--- config.mk ---
export PLATFORM = sky130hd
export DESIGN_NAME = adc_sequencer_dma_control
export DESIGN_NICKNAME = d
export VERILOG_FILES = /design/src/adc_ctrl_pkg.sv /design/src/adc_sequencer_dma_control.sv
export SDC_FILE = /design/constraint.sdc
export NUM_CORES = 1
export LEC_CHECK = 0
export BUFFER_PORTS_ARGS = -buffer_cell sky130_fd_sc_hd__buf_2
export CELL_PAD_IN_SITES_DETAIL_PLACEMENT = 1
export CELL_PAD_IN_SITES_GLOBAL_PLACEMENT = 2
export CORE_MARGIN = 3
export CORE_UTILIZATION = 35
export CTS_CLUSTER_DIAMETER = 150
export CTS_CLUSTER_SIZE = 25
export DETAILED_ROUTE_END_ITERATION = 12
export GPL_TIMING_DRIVEN = 0
export PLACE_DENSITY = 0.91
export SYNTH_ARGS = -nofsm -noshare
export SYNTH_HDL_FRONTEND = slang
export SYNTH_SLANG_ARGS = --single-unit
--- constraint.sdc ---
create_clock -name clk_sys -period 5.2 [get_ports clk_sys]
set_clock_uncertainty 0.15 [all_clocks]
set_input_delay 0.52 -clock clk_sys [delete_from_list [all_inputs] [get_ports clk_sys]]
set_output_delay 0.52 -clock clk_sys [all_outputs]
set_load 0.01 [all_outputs]
--- src/adc_ctrl_pkg.sv ---
// Purpose: constants for the converter sequencer and DMA control block
// Assumes: 16-bit control registers on a plain strobe port
// Notes: register indices are plain word addresses
package adc_ctrl_pkg;
  localparam logic [1:0] ADDR_CTRL_ONE = 2'h0;
  localparam logic [1:0] ADDR_CTRL_TWO = 2'h1;
  localparam logic [1:0] ADDR_RESULT = 2'h2;
  localparam logic [1:0] ADDR_BUFLEN = 2'h3;
  // control one fields
  localparam int C1_ON = 15;
  localparam int C1_SIDL = 13;
  localparam int C1_BBM = 12;
  localparam int C1_RES = 10;
  localparam int C1_FORM = 8;
  localparam int C1_SRC = 5;
  localparam int C1_SIM = 3;
  localparam int C1_AUTO_START_SAMPLING = 2;
  localparam int C1_SAMPLE_ACTIVE = 1;
  localparam int C1_DONE = 0;
  localparam logic [15:0] C1_WMASK = 16'hB7EC;
  // control two fields
  localparam int C2_VCFG = 13;
  localparam int C2_SCAN = 10;
  localparam int C2_CHPS = 8;
  localparam int C2_FILL_HALF_STATUS = 7;
  localparam int C2_SMPI = 2;
  localparam int C2_BUFFER_FILL_MODE = 1;
  localparam int C2_ALTERNATE_INPUT_MODE = 0;
  localparam logic [15:0] C2_WMASK = 16'hE73F;
  localparam logic [15:0] REG_RESET = 16'h0000;
  // trigger codes
  localparam logic [2:0] SRC_SOFT = 3'h0;
  localparam logic [2:0] SRC_PIN = 3'h1;
  localparam logic [2:0] SRC_TMR3 = 3'h2;
  localparam logic [2:0] SRC_TMR5 = 3'h4;
  localparam logic [2:0] SRC_AUTO = 3'h7;
  localparam logic [3:0] HALF_OFFSET = 4'h8;
  // timing
  localparam int CLK_MHZ = 50;
  localparam int CONV_NS = 240;
  localparam int CONV_CYC = (CONV_NS * CLK_MHZ + 999) / 1000;
  localparam int AUTO_NS = 100;
  localparam int AUTO_CYC = (AUTO_NS * CLK_MHZ + 999) / 1000;
  typedef enum logic [1:0] {ST_IDLE, ST_SAMPLE, ST_CONVERT} seq_state_t;
endpackage

--- src/adc_sequencer_dma_control.sv ---
// Purpose: sequencer, result formatting and DMA request/address for the SAR converter
// Assumes: analog core converts CONV_CYC cycles after sampling ends
// Notes: reads return data one cycle after the read strobe
//
// Local design decisions: the address-and-strobe port and the address map.
`timescale 1ns/1ns
module adc_sequencer_dma_control
  import adc_ctrl_pkg::*;
#(
  parameter int RES_W = 12
) (
  // clock and reset
  input wire logic clk_sys,
  input wire logic rst_n,
  // register port
  input wire logic [1:0] regAddr,
  input wire logic [15:0] regWdata,
  input wire logic regWrite,
  input wire logic regRead,
  output logic [15:0] regRdata,
  // device and trigger inputs
  input wire logic idleMode,
  input wire logic timerThreeMatch,
  input wire logic timerFiveMatch,
  input wire logic externalInterruptPinZero,
  input wire logic [RES_W-1:0] rawResult,
  // analog front end control
  output logic converterOn,
  output logic sampleHold,
  output logic convertStart,
  output logic useSampleB,
  output logic [1:0] channelIndex,
  output logic [2:0] referenceConfig,
  // dma side
  output logic dmaRequest,
  output logic [10:0] dmaAddress,
  output logic [15:0] resultData,
  output logic conversionInterruptFlag
);

  // ----------------------------------------
  // registers and helpers
  // ----------------------------------------
  logic [15:0] ctrlOne_q, ctrlOne_d, ctrlTwo_q, ctrlTwo_d;
  logic [2:0] bufLen_q, bufLen_d;
  seq_state_t state_q, state_d;
  logic [7:0] timer_q, timer_d;
  logic [1:0] chan_q, chan_d;
  logic [3:0] opCount_q, opCount_d;
  logic [3:0] bufPtr_q, bufPtr_d;
  logic [6:0] sgCount_q, sgCount_d;
  logic altB_q, altB_d, pinPrev_q;
  logic [15:0] result_q, result_d, rdata_q, rdata_d;
  logic dmaReq_q, dmaReq_d, irq_q, irq_d, convStart_q, convStart_d;
  logic [10:0] dmaAddr_q, dmaAddr_d;

  logic running, twelveBit, trigger, swEnd, swStart, doneClr;
  logic [1:0] lastChan;

  // format a raw result per mode
  function automatic logic [15:0] fmtResult(input logic [RES_W-1:0] raw, input logic twelve,
                                            input logic [1:0] form);
    logic [15:0] r;
    r = 16'h0000;
    if (twelve) begin
      r = (form == 2'h1) ? {{4{~raw[11]}}, raw[11:0]} : {4'h0, raw[11:0]};
    end else begin
      r = (form == 2'h1) ? {{6{~raw[9]}}, raw[9:0]} : {6'h00, raw[9:0]};
    end
    return r;
  endfunction

  // on and not stopped by idle
  assign running = ctrlOne_q[C1_ON] && !(ctrlOne_q[C1_SIDL] && idleMode);
  assign twelveBit = ctrlOne_q[C1_RES];
  // channels used; only channel zero in 12-bit mode
  assign lastChan = twelveBit ? 2'h0 : (ctrlTwo_q[C2_CHPS+1] ? 2'h3 :
                    (ctrlTwo_q[C2_CHPS] ? 2'h1 : 2'h0));
  assign swEnd = regWrite && regAddr == ADDR_CTRL_ONE && !regWdata[C1_SAMPLE_ACTIVE];
  assign swStart = regWrite && regAddr == ADDR_CTRL_ONE && regWdata[C1_SAMPLE_ACTIVE];
  assign doneClr = regWrite && regAddr == ADDR_CTRL_ONE && !regWdata[C1_DONE];

  // trigger selection
  always_comb begin
    // trigger source decode, reserved codes never fire
    case (ctrlOne_q[C1_SRC+:3])
      SRC_SOFT: trigger = swEnd;
      SRC_PIN: trigger = externalInterruptPinZero && !pinPrev_q;
      SRC_TMR3: trigger = timerThreeMatch;
      SRC_TMR5: trigger = timerFiveMatch;
      SRC_AUTO: trigger = (timer_q == 8'(AUTO_CYC));
      default: trigger = 1'b0;
    endcase
  end

  // ----------------------------------------
  // sequencer next state
  // ----------------------------------------
  always_comb begin
    state_d = state_q;
    timer_d = timer_q;
    chan_d = chan_q;
    opCount_d = opCount_q;
    bufPtr_d = bufPtr_q;
    sgCount_d = sgCount_q;
    altB_d = altB_q;
    result_d = result_q;
    dmaReq_d = 1'b0;
    irq_d = 1'b0;
    convStart_d = 1'b0;
    dmaAddr_d = dmaAddr_q;
    ctrlOne_d = ctrlOne_q;
    ctrlTwo_d = ctrlTwo_q;
    bufLen_d = bufLen_q;
    // software writes, writable bits only
    if (regWrite && regAddr == ADDR_CTRL_ONE) begin
      ctrlOne_d = (regWdata & C1_WMASK) | (ctrlOne_q & ~C1_WMASK);
      // software may set sample bit only with auto-start off
      ctrlOne_d[C1_SAMPLE_ACTIVE] = ctrlOne_q[C1_SAMPLE_ACTIVE];
      if (regWdata[C1_SAMPLE_ACTIVE] && !ctrlOne_q[C1_AUTO_START_SAMPLING] && state_q == ST_IDLE)
        ctrlOne_d[C1_SAMPLE_ACTIVE] = 1'b1;
      // writing zero clears flag only, sequence untouched
      ctrlOne_d[C1_DONE] = ctrlOne_q[C1_DONE] && !doneClr; // a hardware set further down wins
    end
    if (regWrite && regAddr == ADDR_CTRL_TWO)
      ctrlTwo_d = (regWdata & C2_WMASK) | (ctrlTwo_q & ~C2_WMASK);
    if (regWrite && regAddr == ADDR_BUFLEN)
      bufLen_d = regWdata[2:0];
    // simultaneous bit absent in 12-bit mode
    if (ctrlOne_d[C1_RES]) ctrlOne_d[C1_SIM] = 1'b0;
    if (ctrlOne_d[C1_RES]) ctrlTwo_d[C2_CHPS+:2] = 2'h0;
    if (!running) begin
      state_d = ST_IDLE;
      timer_d = 8'h00;
      if (!ctrlOne_d[C1_ON]) ctrlOne_d[C1_SAMPLE_ACTIVE] = 1'b0; // new on bit, so on and sample may be written together
    end else begin
      case (state_q)
        ST_IDLE: begin
          timer_d = 8'h00;
          chan_d = 2'h0;
          // auto-start sets the sample bit itself
          if (ctrlOne_q[C1_AUTO_START_SAMPLING]) ctrlOne_d[C1_SAMPLE_ACTIVE] = 1'b1;
          if (ctrlOne_q[C1_AUTO_START_SAMPLING] || ctrlOne_q[C1_SAMPLE_ACTIVE] || swStart) state_d = ST_SAMPLE;
        end
        ST_SAMPLE: begin
          timer_d = (timer_q == 8'hFF) ? timer_q : timer_q + 8'h01;
          if (trigger) begin
            // hardware clears sample bit for every source, software included
            ctrlOne_d[C1_SAMPLE_ACTIVE] = 1'b0;
            // cleared at start of a new conversion
            ctrlOne_d[C1_DONE] = 1'b0;
            convStart_d = 1'b1;
            timer_d = 8'h00;
            state_d = ST_CONVERT;
          end
        end
        ST_CONVERT: begin
          timer_d = timer_q + 8'h01;
          if (timer_q == 8'(CONV_CYC - 1)) begin
            timer_d = 8'h00;
            result_d = fmtResult(rawResult, twelveBit, ctrlOne_q[C1_FORM+:2]);
            // scatter/gather: input index times buffer size plus slot
            dmaAddr_d = 11'({chan_q, 7'h00} >> (3'h7 - bufLen_q)) + 11'(sgCount_q);
            // conversion order shares the stand-alone buffer pointer
            if (ctrlOne_q[C1_BBM]) dmaAddr_d = 11'(bufPtr_q);
            bufPtr_d = bufPtr_q + 4'h1;
            if (chan_q != lastChan && !(ctrlOne_q[C1_SIM])) begin
              chan_d = chan_q + 2'h1;
              convStart_d = 1'b1;
            end else begin
              chan_d = 2'h0;
              ctrlOne_d[C1_DONE] = 1'b1;
              altB_d = ctrlTwo_q[C2_ALTERNATE_INPUT_MODE] ? !altB_q : 1'b0;
              opCount_d = opCount_q + 4'h1;
              if (opCount_q == ctrlTwo_q[C2_SMPI+:4]) begin
                opCount_d = 4'h0;
                irq_d = 1'b1;
                sgCount_d = 7'((sgCount_q + 7'h01) & ((7'h01 << bufLen_q) - 7'h01));
                // alternate halves in buffer fill mode
                ctrlTwo_d[C2_FILL_HALF_STATUS] = ctrlTwo_q[C2_BUFFER_FILL_MODE] ? !ctrlTwo_q[C2_FILL_HALF_STATUS] : 1'b0;
                bufPtr_d = ctrlTwo_d[C2_FILL_HALF_STATUS] ? HALF_OFFSET : 4'h0;
              end
              state_d = ST_IDLE;
            end
          end
        end
        default: state_d = ST_IDLE;
      endcase
    end
    // request follows the one-cycle flag pulse
    dmaReq_d = irq_q;
  end

  // read mux
  always_comb begin
    rdata_d = 16'h0000;
    if (regRead) begin
      case (regAddr)
        ADDR_CTRL_ONE: rdata_d = ctrlOne_q;
        ADDR_CTRL_TWO: rdata_d = ctrlTwo_q;
        ADDR_RESULT: rdata_d = result_q;
        ADDR_BUFLEN: rdata_d = {13'h0000, bufLen_q};
        default: rdata_d = 16'h0000;
      endcase
    end
  end

  // ----------------------------------------
  // state registers
  // ----------------------------------------
  always_ff @(posedge clk_sys) begin
    if (!rst_n) begin
      ctrlOne_q <= REG_RESET;
      ctrlTwo_q <= REG_RESET;
      bufLen_q <= 3'h0;
      state_q <= ST_IDLE;
      timer_q <= 8'h00;
      chan_q <= 2'h0;
      opCount_q <= 4'h0;
      bufPtr_q <= 4'h0;
      sgCount_q <= 7'h00;
      altB_q <= 1'b0;
      pinPrev_q <= 1'b0;
      result_q <= 16'h0000;
      rdata_q <= 16'h0000;
      dmaReq_q <= 1'b0;
      irq_q <= 1'b0;
      convStart_q <= 1'b0;
      dmaAddr_q <= 11'h000;
    end else begin
      ctrlOne_q <= ctrlOne_d;
      ctrlTwo_q <= ctrlTwo_d;
      bufLen_q <= bufLen_d;
      state_q <= state_d;
      timer_q <= timer_d;
      chan_q <= chan_d;
      opCount_q <= opCount_d;
      bufPtr_q <= bufPtr_d;
      sgCount_q <= sgCount_d;
      altB_q <= altB_d;
      pinPrev_q <= externalInterruptPinZero;
      result_q <= result_d;
      rdata_q <= rdata_d;
      // one DMA request per flag set
      dmaReq_q <= dmaReq_d;
      irq_q <= irq_d;
      convStart_q <= convStart_d;
      dmaAddr_q <= dmaAddr_d;
    end
  end

  // outputs straight from flops
  assign regRdata = rdata_q;
  assign converterOn = ctrlOne_q[C1_ON];
  assign sampleHold = ctrlOne_q[C1_SAMPLE_ACTIVE];
  assign convertStart = convStart_q;
  assign useSampleB = altB_q;
  assign channelIndex = chan_q;
  // reference pair select passed to the analog core
  assign referenceConfig = ctrlTwo_q[C2_VCFG+:3];
  assign dmaRequest = dmaReq_q;
  assign dmaAddress = dmaAddr_q;
  assign resultData = result_q;
  assign conversionInterruptFlag = irq_q;

  // ----------------------------------------
  // checks
  // ----------------------------------------
  property p_dma_on_flag;
    @(posedge clk_sys) disable iff (!rst_n) $rose(irq_q) |=> dmaReq_q;
  endproperty
  a_dma_on_flag: assert property (p_dma_on_flag) else $error("no dma request on flag");

  property p_off_idle;
    @(posedge clk_sys) disable iff (!rst_n) !ctrlOne_q[C1_ON] |=> state_q == ST_IDLE;
  endproperty
  a_off_idle: assert property (p_off_idle) else $error("module ran while off");

  property p_sidl;
    @(posedge clk_sys) disable iff (!rst_n) (ctrlOne_q[C1_SIDL] && idleMode) |=> state_q == ST_IDLE;
  endproperty
  a_sidl: assert property (p_sidl) else $error("ran through idle");

  property p_sim_zero;
    @(posedge clk_sys) disable iff (!rst_n) ctrlOne_q[C1_RES] |-> !ctrlOne_q[C1_SIM];
  endproperty
  a_sim_zero: assert property (p_sim_zero) else $error("simultaneous bit set in 12-bit");

  property p_reserved_src;
    @(posedge clk_sys) disable iff (!rst_n)
      (state_q == ST_SAMPLE && running && (ctrlOne_q[C1_SRC+:3] inside {3'h3, 3'h5, 3'h6}))
      |=> state_q != ST_CONVERT;
  endproperty
  a_reserved_src: assert property (p_reserved_src) else $error("reserved source ended sampling");

  property p_done_clear;
    @(posedge clk_sys) disable iff (!rst_n) $rose(convStart_q) && state_q == ST_CONVERT
      |-> !ctrlOne_q[C1_DONE];
  endproperty
  a_done_clear: assert property (p_done_clear) else $error("done not cleared at start");

  property p_hw_sample_active;
    @(posedge clk_sys) disable iff (!rst_n)
      ($past(state_q) == ST_SAMPLE && state_q == ST_CONVERT) |-> !ctrlOne_q[C1_SAMPLE_ACTIVE];
  endproperty
  a_hw_sample_active: assert property (p_hw_sample_active) else $error("sample bit not cleared");

  property p_fill_half_status;
    @(posedge clk_sys) disable iff (!rst_n) !ctrlTwo_q[C2_BUFFER_FILL_MODE] && $rose(irq_q) |-> !ctrlTwo_q[C2_FILL_HALF_STATUS];
  endproperty
  a_fill_half_status: assert property (p_fill_half_status) else $error("half status toggled without fill mode");

  property p_req_pulse;
    @(posedge clk_sys) disable iff (!rst_n) dmaReq_q |=> !dmaReq_q;
  endproperty
  a_req_pulse: assert property (p_req_pulse) else $error("dma request longer than one cycle");

  property p_auto_start;
    @(posedge clk_sys) disable iff (!rst_n)
      (state_q == ST_IDLE && running && ctrlOne_q[C1_AUTO_START_SAMPLING]) |=> (ctrlOne_q[C1_SAMPLE_ACTIVE] && state_q == ST_SAMPLE);
  endproperty
  a_auto_start: assert property (p_auto_start) else $error("auto-start did not resume sampling");

  property p_irq_rate;
    @(posedge clk_sys) disable iff (!rst_n) $rose(irq_q) |-> opCount_q == 4'h0;
  endproperty
  a_irq_rate: assert property (p_irq_rate) else $error("operation count not restarted at flag");

  property p_bbm_addr;
    @(posedge clk_sys) disable iff (!rst_n)
      (running && state_q == ST_CONVERT && timer_q == 8'(CONV_CYC - 1) && ctrlOne_q[C1_BBM])
      |=> dmaAddr_q == 11'($past(bufPtr_q));
  endproperty
  a_bbm_addr: assert property (p_bbm_addr) else $error("dma address not buffer pointer");

  property p_twelve_chan;
    @(posedge clk_sys) disable iff (!rst_n) (twelveBit && convStart_q) |-> chan_q == 2'h0;
  endproperty
  a_twelve_chan: assert property (p_twelve_chan) else $error("extra channel converted in 12-bit mode");

endmodule // adc_sequencer_dma_control

==> flow_summary.yaml, run 1 <==
status:
  status: "finished clean"
critical_path:
  cpMostUsedCell: "a21oi_1"
  path_buf_inv: 0
  worst_ep_arrival_time_ns: 3.20
  path_cells: "mux2i_1 -> or3_1 -> fa_1 -> nand2b_1 -> a21oi_1 -> o211ai_1 -> a21oi_1 -> nor3_1 -> a311o_1"
  crit_slowest_cell: "dfxtp_1"
  cp-end-kind: "flip-flop"
  crit_type: "reg2reg"
  critPathLaunchType: "flip-flop"
  crit_family: "compound AO/OA/AOI/OAI gates"
  max_stage_delay_ns: 0.57
  worstPathMaxFanout: 9
  required_ns: 5.29
routing:
  drt_wl_total_um: 16300
  wl_per_cell_um: 18.5
  wl_met3_um: 772
  wl_met1_um: 7150
  drtIter0Drc: 279
  ant_nets: 0
  dr.max_layer_used: "met4"
  met2_length_um: 8090
  dr.pass1.iters: 4
  avgViaCountPerCell: 5.41
  drc: 0
  vias: 4776
pwr:
  ir_worst_vdd_v: 0.000174
  p_per_area_nw_per_um2: 261
  leakage_nw: 2.27
clock_tree:
  htree_levels: 3
  cts_tree: "done"
  clock_path_buffers: 2
  cts_setup_buffers: 0
  cts_buffers: 9
  cts_resized: 0
  cts-root-buf: "clkbuf_16"
  path_clk_slew_ns: 0.07
  ctsHoldBuffers: 0
  clock-sinks: 100
  clkLatencyLatePin_ns: 0.36
global_routing:
  antenna_found_initial: 0
  grt_usage_pct: 20.8
  grt_overflow: 0
  grt_pass1_vias: 5047
  grt_pass1_wl_um: 26500
  grt_max_degree: 18
logic_synthesis:
  postSynthAreaPerCell_um2: 8.22
  synth.area.top_cells: "dfxtp_1 (40%), a21oi_1 (7.9%), nand2_1 (7.4%)"
  synthFlopType: "dfxtp_1"
  syn_inst: 604
  synthArstFlopShare_pct: 0
  synth.largest_area_cell: "dfxtp_1"
  synth_nets: 659
  synthTopCellsByCount: "dfxtp_1 (100), nand2_1 (98), a21oi_1 (78)"
  synth_top_area_share_pct: 40.3
  synth_most_common_cell: "dfxtp_1"
  syn_area_um2: 4960
  ys_ff_latch: 100
  synth_edf_count: 0
  ys_types: 70
  seq_area_frac_synth_pct: 40.3
  yosysWarningCount: 0
sta:
  final-max-slew-violation-count: 0
  fmax_mhz: 322
  max_slew_margin_pct: 54.9
  fin_crit_ns: 3.11
  finalSetupViolCount: 0
  period_share_pct: 59.8
  tightest_slew_ns: 0.677
  hold_viol: 0
  hold_ws_ns: 0.249
  rsz0062_at_grt: "false"
  worst_slack_ns: 2.09
  fin_setup_tns_ns: 0
floorplanning:
  die-area_um2: 15600
  core_um2: 13600
  die_w_um: 125
  die_y_um: 125
  initial_utilization_pct: 36.6
  rows: 42
  io_pins: 92
finish:
  area_growth_syn_to_layout_pct: 18.9
  postLayoutCoreUtil_pct: 43.5
  nNetsFinal: 756
  num_antenna_cells: 0
  nFillCells: 1677
  drive_gt1_share_pct: 18.8
place:
  portBuffers: 86
  hpwlAfterDp_um: 12700
  post-place-ws_ns: 2.18
  gp_congestion: 0.866
worst_hold_path:
  min_path_type: "in2reg"
job:
  max-cap-violations: 0
==> per-stage QoR <==
step | cell area (um^2) | total power [mW] | cells
after floorplan | 4960 | 0.852 | 604
after global placement | 5610 | 0.893 | 866
after detailed placement | 5610 | 0.896 | 866
after CTS | 5900 | 1.55 | 882
after global routing | 5900 | 1.59 | 882
final | 5900 | 1.54 | 882
==> worst register-to-register path, delay by kind of cell, from the launching register on <==
| kind | cells | cell delay (ns) |
|---|---|---|
| DFF | 1 | 0.57 |
| muxes | 1 | 0.30 |
| and+or+nand+nor | 3 | 0.67 |
| adders and majority gates | 1 | 0.45 |
| AOI/OAI and AO/OA | 4 | 0.87 |
==> sequential cells by signal, indices dropped and copies added (netlist names), 2 cells and up <==
register / count
bufPtr_q: 4
state_q: 2
dmaAddress: 10
resultData: 13
ctrlTwo_q: 13
sgCount_q: 7
channelIndex: 2
regRdata: 16
ctrlOne_q: 13
bufLen_q: 3
opCount_q: 4
timer_q: 8
==> layout by cell type, fill, tap and decap left out, types with 3 or more instances in the layout <==
master | synthesis | final
nand2b_1 | 10 | 10
nand4_1 | 5 | 5
or3b_1 | 3 | 3
ha_1 | 16 | 16
or3_1 | 5 | 5
inv_1 | 13 | 13
xnor2_1 | 8 | 8
o211ai_1 | 3 | 3
a31oi_1 | 6 | 6
a211oi_1 | 5 | 5
nand3b_1 | 3 | 3
nand4b_1 | 4 | 4
buf_2 | 4 | 90
dfxtp_1 | 100 | 100
nand3_1 | 32 | 32
clkbuf_1 | 27 | 27
buf_1 | 3 | 3
nor2_1 | 45 | 45
or4_1 | 5 | 5
mux4_2 | 3 | 3
clkinvlp_4 | 0 | 3
nand2_1 | 98 | 98
mux2i_1 | 17 | 17
and2_1 | 3 | 3
a21oi_1 | 78 | 78
o21ai_0 | 16 | 16
o22ai_1 | 3 | 3
clkbuf_16 | 0 | 9
nor2b_1 | 11 | 11
and3_1 | 8 | 8
nor3_1 | 11 | 11
a311oi_1 | 4 | 4
o31ai_1 | 3 | 3
buf_4 | 8 | 8
==> cells by family (layout without fill, tap and decap cells) <==
| group | Yosys count | count (layout) | synth area share [%] |
|---|---|---|---|
| xor+xnor | 10 | 10 | 1.76 |
| compound gates | 143 | 143 | 18.1 |
| fa+ha+maj | 17 | 17 | 4.44 |
| buf+inv | 57 | 159 | 5.17 |
| simple gates | 255 | 255 | 25.1 |
| flops | 100 | 100 | 40.3 |
| other cells | 1 | 1 | 0.0756 |
| mux | 21 | 21 | 5.02 |
==> path summary, 6_finish.rpt <==
kind                                                    from                    endpoint  slack (ns)  cells after the start
worst min-delay path                externalInterruptPinZero        pinPrev_q$_SDFF_PN0_        0.25                      3
worst max-delay path            channelIndex[0]$_SDFFE_PN0P_  dmaAddress[8]$_SDFFE_PN0P_        2.09                      9
worst max register to register  channelIndex[0]$_SDFFE_PN0P_  dmaAddress[8]$_SDFFE_PN0P_        2.09                      9
worst min register to register    dmaAddress[1]$_SDFFE_PN0P_  dmaAddress[1]$_SDFFE_PN0P_        0.31                      2
==> power by group <==
group / internal [mW] / total, mW / leakage, nW / switching [mW]
clock: 0.342 / 0.659 / 0.133 / 0.317
combinational: 0.0341 / 0.0969 / 1.33 / 0.0628
sequential: 0.773 / 0.781 / 0.807 / 0.00820
total: 1.15 / 1.54 / 2.27 / 0.388
==> per-layer routing <==
layer	up-vias	global-route usage (%)
met5	-	0
met4	0	6.57
met3	21	4.26
met2	105	35.9
met1	2333	26.1
li1	2317	-
==> layout make-up <==
cell class	count	area, um^2	area share [%]
multi-input cells	447	2710	45.8
flip-flops and latches	100	2000	33.9
repair buffers	86	430	7.29
clock buffers	10	239	4.05
well taps	176	220	3.73
plain buffers	43	204	3.46
inverters	14	52.6	0.891
clock inverters	6	47.5	0.806
Power figures use the tool's default switching activity.
==> inputs of run 2 (changes only) <==
--- a/config.mk
+++ b/config.mk
@@ -5,16 +5,17 @@
 export SDC_FILE = /design/constraint.sdc
 export NUM_CORES = 1
 export LEC_CHECK = 0
+export ABC_AREA = 1
 export BUFFER_PORTS_ARGS = -buffer_cell sky130_fd_sc_hd__buf_2
 export CELL_PAD_IN_SITES_DETAIL_PLACEMENT = 1
 export CELL_PAD_IN_SITES_GLOBAL_PLACEMENT = 2
 export CORE_MARGIN = 3
-export CORE_UTILIZATION = 35
+export CORE_UTILIZATION = 28
 export CTS_CLUSTER_DIAMETER = 150
 export CTS_CLUSTER_SIZE = 25
 export DETAILED_ROUTE_END_ITERATION = 12
 export GPL_TIMING_DRIVEN = 0
-export PLACE_DENSITY = 0.91
+export PLACE_DENSITY = 0.82
 export SYNTH_ARGS = -nofsm -noshare
 export SYNTH_HDL_FRONTEND = slang
 export SYNTH_SLANG_ARGS = --single-unit
==> constraint.sdc (replaced) <==
create_clock -name clk_sys -period 2.65 [get_ports clk_sys]
set_clock_uncertainty 0.15 [all_clocks]
set_input_delay 0.265 -clock clk_sys [delete_from_list [all_inputs] [get_ports clk_sys]]
set_output_delay 0.265 -clock clk_sys [all_outputs]
set_load 0.01 [all_outputs]
==> flow_summary.yaml, run 2 <==
routing:
  avgViaCountPerCell: 4.78
  drc: 0
  drt_wl_total_um: 16800
  ant_nets: 0
  wl_per_cell_um: 16.1
  drtIter0Drc: 158
  dr.pass1.iters: 4
  vias: 4990
clock_tree:
  clkLatencyLatePin_ns: 0.36
  clock_path_buffers: 2
  cts_buffers: 9
  htree_levels: 3
  cts_tree: "done"
  clock-sinks: 100
  cts-root-buf: "clkbuf_16"
  path_clk_slew_ns: 0.07
floorplanning:
  die-area_um2: 19600
  core_um2: 17400
  die_w_um: 140
  initial_utilization_pct: 28.9
  io_pins: 92
  die_y_um: 140
  rows: 48
logic_synthesis:
  synthFlopType: "dfxtp_1"
  synthArstFlopShare_pct: 0
  synth_most_common_cell: "nand2_1"
  synth_edf_count: 0
  ys_types: 41
  synth.area.top_cells: "dfxtp_1 (40%), nand2_1 (10%), o21ai_0 (7.1%)"
  synth_nets: 763
  synthTopCellsByCount: "nand2_1 (134), dfxtp_1 (100), inv_1 (87)"
  syn_inst: 708
  synth_top_area_share_pct: 39.8
  postSynthAreaPerCell_um2: 7.10
  ys_ff_latch: 100
  yosysWarningCount: 0
  syn_area_um2: 5020
  seq_area_frac_synth_pct: 39.8
  synth.largest_area_cell: "dfxtp_1"
finish:
  final_area_um2: 6170
  nNetsFinal: 869
  num_antenna_cells: 0
  nFillCells: 2227
  drive_gt1_share_pct: 20.0
  area_growth_syn_to_layout_pct: 22.8
  stdcell_count: 1044
  largest_register_ffs: 16
  final_cell_mix: "nand2_1 (134), dfxtp_1 (97), buf_2 (95)"
  mostFrequentLayoutCell: "nand2_1"
critical_path:
  crit_family: "adder cells"
  crit_type: "reg2reg"
  path_buf_inv: 4
  critPathLaunchType: "flip-flop"
  cp-end-kind: "flip-flop"
  path_cells: "buf_2 -> inv_4 -> nand2_1 -> nor2_2 -> ha_1 -> inv_1 -> fa_1 -> o211ai_1 -> buf_4 -> a21oi_2 -> or2_2 -> nand3_1 -> a21oi_1"
  worst_ep_arrival_time_ns: 2.57
  required_ns: 2.72
  crit_slowest_cell: "fa_1"
  worstPathMaxFanout: 8
  max_stage_delay_ns: 0.41
job:
  max-cap-violations: 0
pwr:
  ir_worst_vdd_v: 0.000307
  leakage_nw: 2.74
  p_per_area_nw_per_um2: 524
place:
  place_area_um2: 5740
  placed_cells: 1020
  portBuffers: 87
  gp_congestion: 0.808
  hpwlAfterDp_um: 13000
sta:
  period_share_pct: 94.5
  max_slew_margin_pct: 58.1
  final-max-slew-violation-count: 0
  fin_crit_ns: 2.50
  finalSetupViolCount: 0
  hold_viol: 0
  fmax_mhz: 400
  tightest_slew_ns: 0.628
global_routing:
  grt_pass1_wl_um: 27100
  grt_max_degree: 18
  grt_pass1_vias: 5063
  grt_usage_pct: 17.2
  antenna_found_initial: 0
  grt_overflow: 0
worst_hold_path:
  min_path_type: "in2reg"
status:
  status: "finished clean"
-- run 2: cell types whose count changed after synthesis, sizes merged, moves of 7 or more --
cell,delta
clkbuf,-16
nand2,+44
o21ai,+56
nor2b,-11
nand2b,-10
inv,+81
and3,-7
nand3,+12
mux2i,-17
a21oi,-11
nand4,+7
nor2,+30
-- run 2: final cells by class --
class | instances | area [um^2] | area share [%]
Multi-Input combinational cell | 482 | 2520 | 40.8
Sequential cell | 100 | 2010 | 32.5
Timing Repair Buffer | 96 | 520 | 8.44
Inverter | 95 | 359 | 5.82
Tap cell | 225 | 282 | 4.56
Clock buffer | 11 | 253 | 4.10
Buffer | 30 | 166 | 2.70
Clock inverter | 5 | 66.3 | 1.07
-- run 2: through the flow --
stage               worst slack [ns]  total power, mW  hold WS (ns)  util [%]  setup TNS, ns
floorplan                      0.272             1.71         0.208         -              0
global placement              -0.125             1.81         0.280      33.0         -0.202
detailed placement            -0.172             1.81         0.292      33.0         -0.255
CTS                           0.0176             3.26        0.0310      35.3              0
global route                -0.00973             3.36        0.0482      35.4       -0.00973
finish                         0.147             3.23        0.0368      35.4              0
-- run 2: report_power, final --
part / internal (mW) / switching (mW)
registers: 1.52 / 0.0207
logic: 0.0814 / 0.161
clock network: 0.800 / 0.643
-- run 2: logic make-up after synthesis --
group / after synthesis / synth area share [%]
adder cells (fa/ha/maj): 17 / 4.38
other: 1 / 0.0746
buffers and inverters: 126 / 10.5
XOR/XNOR: 9 / 1.57
AND/OR/NAND/NOR: 290 / 26.1
AO/OA/AOI/OAI: 165 / 17.5
flip-flops: 100 / 39.8
-- run 2: timing repair --
item                       in CTS  in global routing
buffers inserted                1                  1
gates resized for setup         5                  6
pin swaps                       1                  2
setup endpoints to repair       2                  5
hold endpoints to repair        7                  0
hold buffers                    7                  0
-- run 2: metal layers --
layer / up-vias / wire, um / part of all wire, % / track usage, %
met5: - / 0 / 0 / 0
met1: 2378 / 8220 / 49 / 23.5
met3: 13 / 543 / 3.2 / 3.48
li1: 2525 / - / - / -
met4: 0 / 195 / 1.2 / 3.93
met2: 74 / 7810 / 47 / 28.3
-- run 2: path summary, 6_finish.rpt --
| kind | start | slack (ns) | cells past startpoint | endpoint |
|---|---|---|---|---|
| worst min-delay path | regWdata[7] | 0.04 | 3 | ctrlOne_q[7]$_SDFFE_PN0N_ |
| worst min register to register | conversionInterruptFlag$_SDFF_PP0_ | 0.30 | 2 | dmaRequest$_SDFF_PN0_ |
| worst max register to register | bufLen_q[2]$_SDFFE_PN0P_ | 0.15 | 13 | dmaAddress[6]$_SDFFE_PN0P_ |
| worst max-delay path | bufLen_q[2]$_SDFFE_PN0P_ | 0.15 | 13 | dmaAddress[6]$_SDFFE_PN0P_ |
-- run 2: worst register-to-register path, cell delays in order, from the launching register on --
cell	delay, ns
dfxtp_1	0.30
buf_2	0.19
inv_4	0.10
nand2_1	0.08
nor2_2	0.11
ha_1	0.18
inv_1	0.06
fa_1	0.41
o211ai_1	0.20
buf_4	0.15
a21oi_2	0.05
or2_2	0.26
nand3_1	0.07
a21oi_1	0.06
